`src/include/sar_adc_defs.svh`:
```
`ifndef SAR_ADC_DEFS_SVH
`define SAR_ADC_DEFS_SVH
// register byte offsets on the bus
`define OFF_CONTROL 12'h000
`define OFF_RESULT 12'h004
`define OFF_FLAGS 12'h008
`define OFF_IRQ_EN 12'h00C
`define OFF_SLEEP 12'h010
// control register field positions
`define CLKSEL_HI 7
`define CLKSEL_LO 5
`define CHSEL_HI 4
`define CHSEL_LO 2
`define GO_BIT 1
`define EN_BIT 0
`define CONTROL_RESET 8'h00
// half-period counts make 9.5 periods exact: 19 half periods per conversion
`define HALF_PERIODS 5'h13
`define RESULT_BITS 8
`endif

```
`src/include/sar_adc_pkg.sv`:
```
`default_nettype none
package sar_adc_pkg;
    // conversion engine states
    typedef enum logic [1:0] {ST_IDLE, ST_DELAY, ST_CONV} conv_state_t;
    // analog source choices routed to the sample-and-hold
    typedef enum logic [2:0] {
        SRC_PIN0, SRC_PIN1, SRC_PIN2, SRC_NONE, SRC_TEMP, SRC_FIXREF
    } analog_src_t;
    // control register layout
    typedef struct packed {
        logic [2:0] clk_sel;
        logic [2:0] ch_sel;
        logic go;
        logic enable;
    } control_t;
    // analog front-end handshake
    typedef struct packed {
        logic sample;
        logic [7:0] trial;
        logic powered;
    } afe_ctrl_t;
endpackage
`default_nettype wire

```
`src/sar_adc_sequencer.sv`:
```
// The register addresses and the AXI4-Lite interface to the registers are this design's own decisions.
`include "sar_adc_defs.svh"
`default_nettype none
module sar_adc_sequencer #(
    parameter int INSTR_CYCLES = 4 // system clocks per instruction cycle
) (
    input wire logic sys_clk,
    input wire logic reset_n,
    input wire logic rc_clk_tick, // one-cycle pulse per rc half period
    input wire logic sleep_req, // core is in sleep
    input wire logic comparator_hi, // comparator: input above trial value
    output sar_adc_pkg::afe_ctrl_t afe,
    output sar_adc_pkg::analog_src_t analog_src,
    output logic use_supply_ref,
    output logic irq,
    output logic wake,
    input wire logic [11:0] s_axi_awaddr,
    input wire logic s_axi_awvalid,
    output logic s_axi_awready,
    input wire logic [31:0] s_axi_wdata,
    input wire logic [3:0] s_axi_wstrb,
    input wire logic s_axi_wvalid,
    output logic s_axi_wready,
    output logic [1:0] s_axi_bresp,
    output logic s_axi_bvalid,
    input wire logic s_axi_bready,
    input wire logic [11:0] s_axi_araddr,
    input wire logic s_axi_arvalid,
    output logic s_axi_arready,
    output logic [31:0] s_axi_rdata,
    output logic [1:0] s_axi_rresp,
    output logic s_axi_rvalid,
    input wire logic s_axi_rready
);
    import sar_adc_pkg::*;
    // the delay counter is eight bits wide, so larger instruction lengths cannot be served
    if (INSTR_CYCLES < 1 || INSTR_CYCLES > 255) begin : g_bad_instr
        $error("INSTR_CYCLES out of range");
    end

    // software-visible state
    control_t ctrl_q;
    logic done_flag_q; // sticky completion flag
    logic irq_en_q; // completion interrupt enable
    logic [7:0] result_q; // last stored result
    logic powered_q; // analog core powered
    // engine state
    conv_state_t state_q;
    logic [4:0] half_q; // half periods elapsed in conversion
    logic [6:0] div_q; // system clock divider
    logic [7:0] delay_q; // instruction delay counter for rc start
    logic [7:0] sar_q; // successive approximation register
    logic [2:0] bit_q; // bit under trial
    logic resolved_q; // at least one bit resolved
    logic last_bit_q; // value of last resolved bit
    // bus write capture
    logic [11:0] aw_q;
    logic aw_have_q;
    logic [31:0] w_q;
    logic [3:0] ws_q;
    logic w_have_q;

    // divider half period in system clocks for each system-derived selection
    function automatic logic [6:0] half_div(input logic [2:0] sel);
        case (sel)
            3'h0: half_div = 7'h01; // /2
            3'h4: half_div = 7'h02; // /4
            3'h1: half_div = 7'h04; // /8
            3'h5: half_div = 7'h08; // /16
            3'h2: half_div = 7'h10; // /32
            3'h6: half_div = 7'h20; // /64
            default: half_div = 7'h01;
        endcase
    endfunction

    // fill unresolved bits with the last resolved bit
    function automatic logic [7:0] fill_partial(input logic [7:0] v, input logic [2:0] b,
                                                input logic lb);
        logic [7:0] m;
        m = 8'hFF >> (3'h7 - b); // bits b..0 unresolved
        fill_partial = (v & ~m) | (lb ? m : 8'h00);
    endfunction

    // decode and engine combinational terms
    wire use_rc = (ctrl_q.clk_sel[1:0] == 2'h3);
    wire div_tick = (div_q == 7'h01);
    wire half_tick = use_rc ? rc_clk_tick : div_tick;
    wire busy = (state_q != ST_IDLE);
    wire conv_done = (state_q == ST_CONV) && half_tick && (half_q == `HALF_PERIODS - 5'h01);
    wire do_write = aw_have_q && w_have_q && !s_axi_bvalid;
    wire ctrl_wr = do_write && (aw_q == `OFF_CONTROL) && ws_q[0];
    wire flag_wr = do_write && (aw_q == `OFF_FLAGS) && ws_q[0];
    wire ien_wr = do_write && (aw_q == `OFF_IRQ_EN) && ws_q[0];
    wire sw_abort = ctrl_wr && !w_q[`GO_BIT] && busy;
    // start only when enable already set before this write
    wire start = ctrl_wr && w_q[`GO_BIT] && ctrl_q.enable && !busy;
    wire sleep_abort = busy && sleep_req && !use_rc;
    // a trial bit resolves at each odd half period after the three sample half periods
    wire resolve = (state_q == ST_CONV) && half_tick && half_q[0] && (half_q >= 5'h03);
    wire [7:0] trial = sar_q | (8'h01 << bit_q);

    // sources, reference and analog handshake
    assign analog_src = (ctrl_q.ch_sel == 3'h0) ? SRC_PIN0 :
                        (ctrl_q.ch_sel == 3'h1) ? SRC_PIN1 :
                        (ctrl_q.ch_sel == 3'h2) ? SRC_PIN2 :
                        (ctrl_q.ch_sel == 3'h6) ? SRC_TEMP :
                        (ctrl_q.ch_sel == 3'h7) ? SRC_FIXREF : SRC_NONE;
    assign use_supply_ref = 1'b1;
    assign afe.sample = (state_q == ST_CONV) && (half_q < 5'h03);
    assign afe.trial = trial;
    assign afe.powered = powered_q;
    assign irq = done_flag_q && irq_en_q;
    assign wake = irq && sleep_req;

    // control register, go bit handling
    always_ff @(posedge sys_clk) begin
        if (!reset_n) begin
            ctrl_q <= `CONTROL_RESET;
        end else if (ctrl_wr) begin
            ctrl_q <= w_q[7:0];
            // go never survives a write that drops the enable
            ctrl_q.go <= w_q[`GO_BIT] && w_q[`EN_BIT] && ctrl_q.enable
                         && (busy || !sleep_req || use_rc);
        end else if (conv_done || sleep_abort) begin
            ctrl_q.go <= 1'b0;
        end
    end

    // done flag: hardware set wins over software clear
    always_ff @(posedge sys_clk) begin
        if (!reset_n) begin
            done_flag_q <= 1'b0;
        end else if (conv_done) begin
            done_flag_q <= 1'b1;
        end else if (flag_wr && !w_q[0]) begin
            done_flag_q <= 1'b0;
        end
    end

    // interrupt enable
    always_ff @(posedge sys_clk) begin
        if (!reset_n) begin
            irq_en_q <= 1'b0;
        end else if (ien_wr) begin
            irq_en_q <= w_q[0];
        end
    end

    // result: only completion or software abort loads it
    always_ff @(posedge sys_clk) begin
        if (!reset_n) begin
            result_q <= 8'h00;
        end else if (conv_done) begin
            result_q <= sar_q; // all eight bits resolved by now
        end else if (sw_abort && state_q == ST_CONV) begin
            result_q <= resolved_q ? fill_partial(sar_q, bit_q, last_bit_q) : 8'h00;
        end
    end
    // analog power: follows enable, dropped by sleep cases
    always_ff @(posedge sys_clk) begin
        if (!reset_n) begin
            powered_q <= 1'b0;
        end else if (sleep_abort) begin
            powered_q <= 1'b0;
        end else if (sleep_req && !irq_en_q && (conv_done || !busy)) begin
            powered_q <= 1'b0; // off once the conversion in sleep ends
        end else if (!sleep_req) begin
            powered_q <= ctrl_q.enable;
        end
    end

    // conversion clock divider
    always_ff @(posedge sys_clk) begin
        if (!reset_n || !busy || div_tick) begin
            div_q <= reset_n ? half_div(ctrl_q.clk_sel) : 7'h01;
        end else begin
            div_q <= div_q - 7'h01;
        end
    end

    // conversion engine
    always_ff @(posedge sys_clk) begin
        if (!reset_n) begin
            state_q <= ST_IDLE;
            half_q <= 5'h00;
            delay_q <= 8'h00;
            sar_q <= 8'h00;
            bit_q <= 3'h7;
            resolved_q <= 1'b0;
            last_bit_q <= 1'b0;
        end else if (sw_abort || sleep_abort || !ctrl_q.enable) begin
            state_q <= ST_IDLE;
        end else begin
            case (state_q)
                ST_IDLE: begin
                    if (start) begin
                        state_q <= use_rc ? ST_DELAY : ST_CONV;
                        delay_q <= INSTR_CYCLES[7:0];
                        half_q <= 5'h00;
                        sar_q <= 8'h00;
                        bit_q <= 3'h7;
                        resolved_q <= 1'b0;
                    end
                end
                ST_DELAY: begin
                    delay_q <= delay_q - 8'h01;
                    if (delay_q == 8'h01) begin
                        state_q <= ST_CONV;
                    end
                end
                ST_CONV: begin
                    if (half_tick) begin
                        half_q <= half_q + 5'h01;
                    end
                    if (resolve) begin
                        sar_q <= comparator_hi ? trial : sar_q;
                        last_bit_q <= comparator_hi;
                        resolved_q <= 1'b1;
                        bit_q <= bit_q - 3'h1;
                    end
                    if (conv_done) begin
                        state_q <= ST_IDLE;
                    end
                end
                default: state_q <= ST_IDLE;
            endcase
        end
    end

    // axi write channel capture, either order
    always_ff @(posedge sys_clk) begin
        if (!reset_n) begin
            aw_have_q <= 1'b0;
            w_have_q <= 1'b0;
            aw_q <= 12'h000;
            w_q <= 32'h0000_0000;
            ws_q <= 4'h0;
            s_axi_bvalid <= 1'b0;
        end else begin
            if (s_axi_awvalid && s_axi_awready) begin
                aw_have_q <= 1'b1;
                aw_q <= s_axi_awaddr;
            end
            if (s_axi_wvalid && s_axi_wready) begin
                w_have_q <= 1'b1;
                w_q <= s_axi_wdata;
                ws_q <= s_axi_wstrb;
            end
            if (do_write) begin
                aw_have_q <= 1'b0;
                w_have_q <= 1'b0;
                s_axi_bvalid <= 1'b1;
            end else if (s_axi_bready) begin
                s_axi_bvalid <= 1'b0;
            end
        end
    end
    assign s_axi_awready = !aw_have_q && !s_axi_bvalid;
    assign s_axi_wready = !w_have_q && !s_axi_bvalid;
    assign s_axi_bresp = 2'h0;
    // read channel: unmapped addresses read zero with okay
    wire [31:0] rd_mux = (s_axi_araddr == `OFF_CONTROL) ? {24'h0, ctrl_q} :
                         (s_axi_araddr == `OFF_RESULT) ? {24'h0, result_q} :
                         (s_axi_araddr == `OFF_FLAGS) ? {31'h0, done_flag_q} :
                         (s_axi_araddr == `OFF_IRQ_EN) ? {31'h0, irq_en_q} :
                         (s_axi_araddr == `OFF_SLEEP) ? {30'h0, powered_q, busy} : 32'h0;
    always_ff @(posedge sys_clk) begin
        if (!reset_n) begin
            s_axi_rvalid <= 1'b0;
            s_axi_rdata <= 32'h0000_0000;
        end else if (s_axi_arvalid && s_axi_arready) begin
            s_axi_rvalid <= 1'b1;
            s_axi_rdata <= rd_mux;
        end else if (s_axi_rready) begin
            s_axi_rvalid <= 1'b0;
        end
    end
    assign s_axi_arready = !s_axi_rvalid;
    assign s_axi_rresp = 2'h0;

    // assertions
    property p_done_sets_flag;
        @(posedge sys_clk) disable iff (!reset_n) conv_done |=> done_flag_q;
    endproperty
    a_done_sets_flag: assert property (p_done_sets_flag) else $error("flag not set");
    property p_done_clears_go;
        @(posedge sys_clk) disable iff (!reset_n) conv_done && !ctrl_wr |=> !ctrl_q.go;
    endproperty
    a_done_clears_go: assert property (p_done_clears_go) else $error("go not cleared");
    property p_abort_no_flag;
        @(posedge sys_clk) disable iff (!reset_n)
            sw_abort && !done_flag_q && !conv_done |=> !done_flag_q;
    endproperty
    a_abort_no_flag: assert property (p_abort_no_flag) else $error("abort set flag");
    property p_result_stable;
        @(posedge sys_clk) disable iff (!reset_n)
            !conv_done && !sw_abort |=> $stable(result_q);
    endproperty
    a_result_stable: assert property (p_result_stable) else $error("result moved");
    property p_go_needs_enable;
        @(posedge sys_clk) disable iff (!reset_n) ctrl_q.go |-> ctrl_q.enable || busy;
    endproperty
    a_go_needs_enable: assert property (p_go_needs_enable) else $error("go without enable");
    property p_rc_delay;
        @(posedge sys_clk) disable iff (!reset_n) start && use_rc |=> state_q == ST_DELAY;
    endproperty
    a_rc_delay: assert property (p_rc_delay) else $error("rc start not delayed");
    property p_sleep_abort;
        @(posedge sys_clk) disable iff (!reset_n)
            sleep_abort |=> state_q == ST_IDLE && !powered_q;
    endproperty
    a_sleep_abort: assert property (p_sleep_abort) else $error("sleep abort failed");
    property p_irq;
        @(posedge sys_clk) disable iff (!reset_n) conv_done && irq_en_q && !ien_wr |=> irq;
    endproperty
    a_irq: assert property (p_irq) else $error("irq missing");
endmodule // sar_adc_sequencer
`default_nettype wire

```
`config.mk`:
```
export PLATFORM = sky130hd
export DESIGN_NAME = sar_adc_sequencer
export DESIGN_NICKNAME = d
export VERILOG_FILES = /design/src/include/sar_adc_pkg.sv /design/src/sar_adc_sequencer.sv
export VERILOG_INCLUDE_DIRS = /design/src /design/src/include
export SDC_FILE = /design/constraint.sdc
export NUM_CORES = 1
export LEC_CHECK = 0
export BUFFER_PORTS_ARGS = -buffer_cell sky130_fd_sc_hd__clkbuf_2
export CAP_MARGIN = 40
export CORE_MARGIN = 2
export CORE_UTILIZATION = 45
export CTS_CLUSTER_SIZE = 25
export DETAILED_ROUTE_END_ITERATION = 10
export GPL_TIMING_DRIVEN = 0
export HOLD_SLACK_MARGIN = 0.12
export PLACE_DENSITY = 0.7
export SYNTH_ARGS = -nofsm -noshare
export SYNTH_HDL_FRONTEND = slang
export SYNTH_SLANG_ARGS = --single-unit
```
`constraint.sdc`:
```
create_clock -name sys_clk -period 2.7 [get_ports sys_clk]
set_clock_uncertainty 0.2 [all_clocks]
set_input_delay 0.675 -clock sys_clk [delete_from_list [all_inputs] [get_ports sys_clk]]
set_output_delay 0.675 -clock sys_clk [all_outputs]
set_load 0.02 [all_outputs]
```
Word level (Yosys, flattened, before mapping)
Cells that the tools add are included.
{"block": "totals", "regBits": 111, "output_inout_bits": 57, "word_cells": 187}
{"block": "op_classes", "add_sub_neg": 5, "order_cmp": 2, "eq_ne": 27, "shift": 2, "mux": 46, "bitwise": 6, "reduce_logical": 75}
{"operator": "8-bit two-way mux", "count": 10}
{"operator": "12-bit by 4-bit equality test with 1-bit output (second input constant)", "count": 4}
{"operator": "1-bit logical AND", "count": 34}
{"operator": "8-bit one-hot mux with 2 select lines", "count": 2}
{"operator": "6-bit one-hot mux with 5 select lines", "count": 1}
{"operator": "12-bit logical NOT", "count": 2}
{"operator": "3-bit two-way mux", "count": 7}
{"operator": "8-bit OR", "count": 2}
{"operator": "2-bit nonzero test", "count": 8}
{"operator": "3-bit equality test (second input constant)", "count": 5}
{"operator": "2-bit two-way mux", "count": 7}
{"operator": "7-bit two-way mux", "count": 2}
{"operator": "12-bit by 3-bit equality test with 1-bit output (second input constant)", "count": 1}
{"operator": "12-bit by 5-bit equality test with 1-bit output (second input constant)", "count": 1}
{"operator": "1-bit logical NOT", "count": 12}
{"operator": "2-bit inequality test (second input constant)", "count": 6}
{"operator": "1-bit two-way mux", "count": 11}
{"operator": "5-bit two-way mux", "count": 2}
{"operator": "5-bit one-hot mux with 2 select lines", "count": 1}
{"operator": "3-bit AND reduction", "count": 3}
{"operator": "8-bit bitwise AND", "count": 1}
{"operator": "8-bit by 1-bit equality test with 1-bit output (second input constant)", "count": 1}
{"operator": "1-bit logical OR", "count": 8}
{"operator": "8-bit NOT", "count": 1}
{"operator": "other kinds (25)", "count": 31}

Depth between registers and ports, before layout
Gate-level depths: netlist (run 1).
{"block": "depth", "ltp_word": 10, "ltp_mapped": 9, "ltp_nobuf": 7}

Worst setup path after synthesis (run 1)
No wires, ideal clock.
{"block": "synth_path", "kind": "input to register", "from": "in s_axi_araddr[0]", "to": "reg s_axi_rdata[0]", "setup_ns": 0.070, "arrival_time_ns": 2.090, "t_required_ns": 2.430, "setup_slack_ns": 0.339, "cell_stages": 6, "n_path_buf": 1, "path_cell_list": "or4_1 > and4bb_1 > buf_4 > o21ai_1 > a221o_1 > a21oi_1"}
{"block": "synth_between", "elab_chain_len": 6, "elab_cells_between_ends": 10}
{"item": "start: declaration", "line_no": "sar_adc_sequencer.sv:27", "source": "input wire logic [11:0] s_axi_araddr,"}
{"item": "12-bit by 5-bit equality test with 1-bit output (no source line)"}
{"item": "2-bit two-way mux", "line_no": "sar_adc_sequencer.sv:266", "source": "(s_axi_araddr == `OFF_SLEEP) ? {30'h0, powered_q, busy} : 32'h0;"}
{"item": "2-bit two-way mux", "line_no": "sar_adc_sequencer.sv:265", "source": "(s_axi_araddr == `OFF_IRQ_EN) ? {31'h0, irq_en_q} :"}
{"item": "2-bit two-way mux", "line_no": "sar_adc_sequencer.sv:264", "source": "(s_axi_araddr == `OFF_FLAGS) ? {31'h0, done_flag_q} :"}
{"item": "8-bit two-way mux", "line_no": "sar_adc_sequencer.sv:263", "source": "(s_axi_araddr == `OFF_RESULT) ? {24'h0, result_q} :"}
{"item": "8-bit two-way mux *", "line_no": "sar_adc_sequencer.sv:262", "source": "wire [31:0] rd_mux = (s_axi_araddr == `OFF_CONTROL) ? {24'h0, ctrl_q} :"}
{"item": "end signal: assignment", "line_no": "sar_adc_sequencer.sv:273", "source": "s_axi_rdata <= rd_mux;"}
{"item": "end: declaration", "line_no": "sar_adc_sequencer.sv:30", "source": "output logic [31:0] s_axi_rdata,"}
Mark *: on every way between the ends. The rest lies on a longest branch, timed or not.
A chain may end at the register's enable or synchronous reset.

Worst setup path after layout (run 1)
{"block": "layout_path", "from": "reg ctrl_q[6] (netlist name)", "to": "reg sar_q[4]"}
{"block": "layout_between", "elab_chain_len": 7, "elab_cells_between_ends": 12}
{"item": "start: declaration", "line_no": "sar_adc_sequencer.sv:42", "source": "control_t ctrl_q;"}
{"item": "start signal: assignment", "line_no": "sar_adc_sequencer.sv:118", "source": "ctrl_q <= `CONTROL_RESET;"}
{"item": "start signal: assignment", "line_no": "sar_adc_sequencer.sv:120", "source": "ctrl_q <= w_q[7:0];"}
{"item": "2-bit equality test *", "line_no": "sar_adc_sequencer.sv:85", "source": "wire use_rc = (ctrl_q.clk_sel[1:0] == 2'h3);"}
{"item": "1-bit two-way mux or 1-bit logical NOT (tied branches)", "line_no": "sar_adc_sequencer.sv:87, sar_adc_sequencer.sv:97"}
{"item": "1-bit logical AND, on equally long branches", "line_no": "sar_adc_sequencer.sv:99, sar_adc_sequencer.sv:97"}
{"item": "1-bit logical AND or 1-bit logical OR (tied branches) (2 in series)", "line_no": "sar_adc_sequencer.sv:99, sar_adc_sequencer.sv:191"}
{"item": "2-bit inequality test (no source line) or 1-bit NOT (tied branches)"}
{"item": "5-bit AND reduction (no source line) *"}
{"item": "end signal: assignment", "line_no": "sar_adc_sequencer.sv:216", "source": "sar_q <= comparator_hi ? trial : sar_q;"}
{"item": "end: declaration", "line_no": "sar_adc_sequencer.sv:52", "source": "logic [7:0] sar_q;"}
Marks and branches as above.

==> results.toml, run 1 <==
[outcome]
outcome = "finished clean"

[final_layout]
syn2layout_area_growth_pct = 16.3
final_util_pct = 53.7
layout.nets = 770
insertedDiodeCount = 0
drive_gt1_share_pct = 20.1

[routing]
drc = 0
via_per_inst = 5.34
drt_pass1_iterations = 5
drt-wirelength-per-cell_um = 14.7
ant_nets = 0
wl_um = 12100
via_count = 4398
drt_iter0_markers = 330

[floorplanning]
core_area_um2 = 10300
die-area_um2 = 11400
boundaryPins = 127
chipHeight_um = 107
initial_utilization_pct = 46.2
rows = 37
die_x_um = 107

[timing]
rsz0062_at_grt = "false"
final_hold_viol_count = 0
finalWorstSetupSlack_ns = 0.187
tns_ns = 0
finalHoldWorstSlack_ns = 0.266
tightest_slew_ns = 0.701
min_period_ns = 2.51
relSlewSlack_pct = 53.3
fmax_mhz = 398
setup_violations = 0
slew_violations = 0
timing.final.crit_share_pct = 93.1

[power]
sw_frac_of_total_pct = 26.6
p_leak_uw = 0.00248
p_clk_share_pct = 33.3
combPwrFrac_pct = 10.6
switching_power_uw = 631
p_per_area_nw_per_um2 = 430
ir_drop_uv = 309
total_power_uw = 2370
p_int_uw = 1740
power_frac_seq_pct = 56.1

[clock_network]
tritoncts = "done"
postCtsHoldBufs = 0
cts.clk_slew.worst_paths_ns = 0.08
htreeDepth = 3
cts.sinks = 87
clock_tree.buffer_depth = 2
cts_made_buffers = 9
root_buffer = "clkbuf_8"
clk_latency_ns = 0.35

[logic_synthesis]
ys_warn_count = 0
synth-seq-cells = 87
synthArstFlopShare_pct = 0
synth_top_cell_by_area = "dfxtp_1"
synth_cells = 576
netlist_area_um2 = 4750
yosysMostFrequentCell = "dfxtp_1"
synth_ff_type = "dfxtp_1"
ys_seq_area_share_pct = 36.7
yosys-top-cells-count = "dfxtp_1, nand2_1, nor2_1"
synth-edff-count = 0
syn_area_per_cell_um2 = 8.24
ys_top_cells_by_area = "dfxtp_1, mux2i_1, nand2_1"
yosysUniqueCellTypes = 69
synth.top_cell.area_share_pct = 36.7

[critical_path]
endpoint_kind = "flip-flop"
startpoint_type = "flip-flop"
critical_path_required_ns = 2.75
path_class = "reg2reg"
path_max_fanout = 7
cp.arrival_ns = 2.56

[global_route]
grt_pass1_vias = 4193
overflow = 0
grt_antenna_before_repair = 0
track_usage_pct = 21.7
grt_pass1_wl_um = 20000
grt_max_degree = 14

[flow_run]
cap_violations = 0

[worst_hold_path]
hold_path.class = "reg2reg"

[place]
pre_cts_slack_ns = 0.0207
io_buffers = 69
place_hpwl_um = 9090
place_congestion = 0.872
worst paths after layout:
check,startpoint,endpoint,slack (ns),depth (start not counted)
worst max-delay path,ctrl_q[6],sar_q[4],0.19,6
worst min-delay path,w_q[7],ctrl_q[7],0.27,2
worst min register to register,w_q[7],ctrl_q[7],0.27,2
worst max register to register,ctrl_q[6],sar_q[4],0.19,6
cell families (layout without fill, tap and decap cells):
logic type               after synthesis  in the layout  synth area share (%)
buffers and inverters                 76            160                  9.09
XOR/XNOR                               6              6                  1.11
multiplexers                          30             30                  6.32
flip-flops                            87             87                  36.7
other                                  2             29                 0.158
AND/OR/NAND/NOR                      226            226                  24.5
AO/OA/AOI/OAI                        132            132                  17.7
adder cells (fa/ha/maj)               17             17                  4.48
layer usage:
layer | share of wire (%) | vias up | global-route usage (%)
li1 | - | 2192 | -
met1 | 44 | 2065 | 27.9
met2 | 49 | 132 | 37.5
met3 | 5.8 | 9 | 4.62
met4 | 0.95 | 0 | 4.82
met5 | 0 | - | 0
through the flow:
step           instance area (um^2)  std cells
2_1_floorplan                  4850        603
3_3_place_gp                   5370        808
3_5_place_dp                   5370        808
4_1_cts                        5520        823
5_1_grt                        5520        823
6_report                       5520        823
placed cells by master (no fill, tap or decap), types with 5 or more instances in the layout:
master,count
a21o_1,9
a21oi_1,44
a22oi_1,7
a31oi_1,8
and3_1,9
buf_4,34
clkbuf_1,18
clkbuf_2,71
clkbuf_8,9
conb_1,29
dfxtp_1,87
ha_1,17
inv_1,17
mux2i_1,30
nand2_1,76
nand2b_1,9
nand3_1,15
nand4_1,7
nor2_1,56
nor3_1,6
o21ai_0,18
o21ai_1,7
o31ai_1,8
or3_1,8
xor2_1,5
critical path, stage by stage, from the launching register on:
cell,delay [ns]
dfxtp_1,0.44
ha_1,0.37
nand2b_1,0.20
o21ai_1,0.13
a211oi_1,0.41
nand3_2,0.31
a32o_1,0.34
final cells by class:
class	count	area [um^2]
timing repair buffer	69	345
multi-input combinational	440	2680
sequential	87	1740
fill	1013	4750
buffer	58	367
clock inverter	3	21.3
clock buffer	12	135
inverter	18	67.6
tap	136	170
state kept, by name, summed over array words and instances, names as in the netlist, 2 cells and up:
register and count:
aw_q 12, s_axi_rdata 8, ctrl_q 8, delay_q 8, bit_q 3, div_q 7
w_q 8, sar_q 8, half_q 5, state_q 2, result_q 8
power groups by stage:
| stage | Sequential [uW] | Clock, uW | Combinational (uW) |
|---|---|---|---|
| CTS | 1330 | 812 | 250 |
| finish | 1330 | 790 | 252 |
| global placement | 1360 | 0 | 244 |
| detailed placement | 1360 | 0 | 249 |
| global route | 1340 | 864 | 277 |
| floorplan | 1360 | 0 | 179 |
timing repair:
item	in CTS	in global routing
buffers inserted	0	0
setup endpoints to repair	0	5
resized for setup	0	4
Note: power is estimated with default switching activity, not from simulation.
==> inputs of run 2 (changes only) <==
- CORE_ASPECT_RATIO: not set -> 1.75
==> run 2 against run 1 <==
  * Clock-buffer cell count fell by 2
  * Setup slack got worse by 0.097 ns
  * Utilization rose by 1.7 points
  * Combinational power barely moved
  * Critical endpoint unchanged
  * Highest routed layer unchanged
  * Largest cell class unchanged
  * Critical path depth did not move
  * Fmax fell by 3.7%
  * Total power rose by 29%
  * Hold slack got worse by 0.010 ns
  * Die area rose by 0.29%
==> results.toml, run 2 (same netlist as run 1, synthesis figures left out) <==
[final_layout]
largest_reg_flops = 12
fillers = 969
final_cell_area_um2 = 5710
layout_commonest_cell = "dfxtp_1"
insertedDiodeCount = 0
layout.nets = 770
syn2layout_area_growth_pct = 20.2
final_cell_mix = "dfxtp_1, nand2_1, clkbuf_2, nor2_1, a21oi_1"
largest-register = "aw_q"
drive_gt1_share_pct = 20.5

[power]
switching_power_uw = 709
combPwrFrac_pct = 8.2
p_per_area_nw_per_um2 = 535
ir_drop_uv = 371
sw_frac_of_total_pct = 23.2
p_int_uw = 2350
power_frac_seq_pct = 43.6
p_leak_uw = 0.00257
p_clk_share_pct = 48.2

[place]
post_dp_cell_area_um2 = 5350
place_congestion = 0.915
io_buffers = 69
place_hpwl_um = 9700

[clock_network]
root_buffer = "clkbuf_16"
clk_latency_ns = 0.34
postCtsHoldBufs = 0
clock_tree.buffer_depth = 2
htreeDepth = 3
postCtsSetupBuffers = 0
cts_made_buffers = 9
cts.clk_slew.worst_paths_ns = 0.07
cts.sinks = 87
tritoncts = "done"

[critical_path]
critical_path_required_ns = 2.73
path_max_fanout = 7
startpoint_type = "flip-flop"
crit_family = "compound AO/OA/AOI/OAI gates"
cp.arrival_ns = 2.65
cpPeakStageDelay_ns = 0.49
path_class = "reg2reg"
r2r_slack_ns = 0.09
crit_slowest_cell = "a211oi_1"
cp.buffers_inverters = 0
worstPathCellList = "ha_1 -> nand2b_1 -> o21ai_1 -> a211oi_1 -> nand3_2 -> a32o_1"
endpoint_kind = "flip-flop"

[global_route]
grt_pass1_vias = 4228
grt_antenna_before_repair = 0
overflow = 0
grt_pass1_wl_um = 20100
grt_max_degree = 16
track_usage_pct = 22.4

[timing]
relSlewSlack_pct = 53.4
timing.final.crit_share_pct = 96.7
rsz0062_at_grt = "false"
fmax_mhz = 383
min_period_ns = 2.61
final_hold_viol_count = 0
tns_ns = 0
tightest_slew_ns = 0.699
slew_violations = 0
setup_violations = 0

[flow_run]
cap_violations = 0

[routing]
via_per_inst = 5.38
via_count = 4388
wl_um = 12600
drt_iter0_markers = 238
drt-wirelength-per-cell_um = 15.4
drt_pass1_iterations = 5
ant_nets = 0
drc = 0

[floorplanning]
die-area_um2 = 11400
rows = 49
initial_utilization_pct = 46.1
chipHeight_um = 140
boundaryPins = 127
core_area_um2 = 10300
die_x_um = 81.7

[worst_hold_path]
hold_path.class = "reg2reg"

[outcome]
outcome = "finished clean"
-- run 2: changes by cell type in the layout (fill, tap and decap cells not counted) --
cell | previous run | this run
clkbuf_8 | 9 | 1
clkbuf_16 | 0 | 9
inv_6 | 0 | 1
clkinv_2 | 1 | 0
bufinv_16 | 0 | 3
clkbuf_1 | 18 | 16
clkbuf_2 | 71 | 70
-- run 2: final timing paths --
| check | startpoint | to | depth (start not counted) |
|---|---|---|---|
| hold / removal | w_q[2] | ctrl_q[2] | 2 |
| setup / recovery | ctrl_q[5] | sar_q[4] | 6 |
| setup reg to reg | ctrl_q[5] | sar_q[4] | 6 |
| hold reg to reg | w_q[2] | ctrl_q[2] | 2 |
-- run 2: worst reg2reg max path: cells and delay by family, from the launching register on --
family,cells,cell delay [ns]
AND/OR/NAND/NOR,2,0.54
AO/OA/AOI/OAI,3,0.99
adder cells (fa/ha/maj),1,0.35
flip-flops,1,0.43
-- run 2: cell type report --
class	instances	area (um^2)	share of cell area, %
Inverter	18	67.6	1.18
Tap cell	127	159	2.78
Timing Repair Buffer	69	345	6.05
Clock inverter	6	115	2.02
Sequential cell	87	1740	30.5
Multi-Input combinational cell	440	2680	46.9
Buffer	58	365	6.40
Clock buffer	10	239	4.19
-- run 2: routing by layer --
layer | global-route usage, % | up-vias | routed length, um
met2 | 40.3 | 155 | 6610
met1 | 24.7 | 2000 | 4860
met5 | 0 | - | 0
met3 | 3.03 | 37 | 529
met4 | 11.6 | 0 | 553
li1 | - | 2196 | -
-- run 2: repair_timing --
action	in CTS	in global routing
gates resized for setup	0	2
setup endpoints to repair	0	1
endpoints found under the hold margin	0	0
-- run 2: power by group through the flow --
stage | logic, uW | registers, uW | clock network [uW]
5_1_grt | 277 | 1340 | 1550
6_report | 251 | 1330 | 1470
3_3_place_gp | 246 | 1360 | 0
4_1_cts | 251 | 1330 | 1480
3_5_place_dp | 251 | 1360 | 0
2_1_floorplan | 179 | 1360 | 0
-- run 2: per-stage QoR --
stage / total power, uW / setup slack [ns] / hold WS, ns / instances / util, %
CTS: 3070 / 0.0364 / 0.264 / 815 / 55.4
detailed placement: 1610 / 0.0379 / 0.250 / 799 / 52.0
global route: 3160 / 0.00678 / 0.274 / 815 / 55.4
global placement: 1610 / 0.0472 / 0.246 / 799 / 52.0
finish: 3050 / 0.0896 / 0.256 / 815 / 55.4
floorplan: 1540 / 0.339 / 0.236 / 603 / -
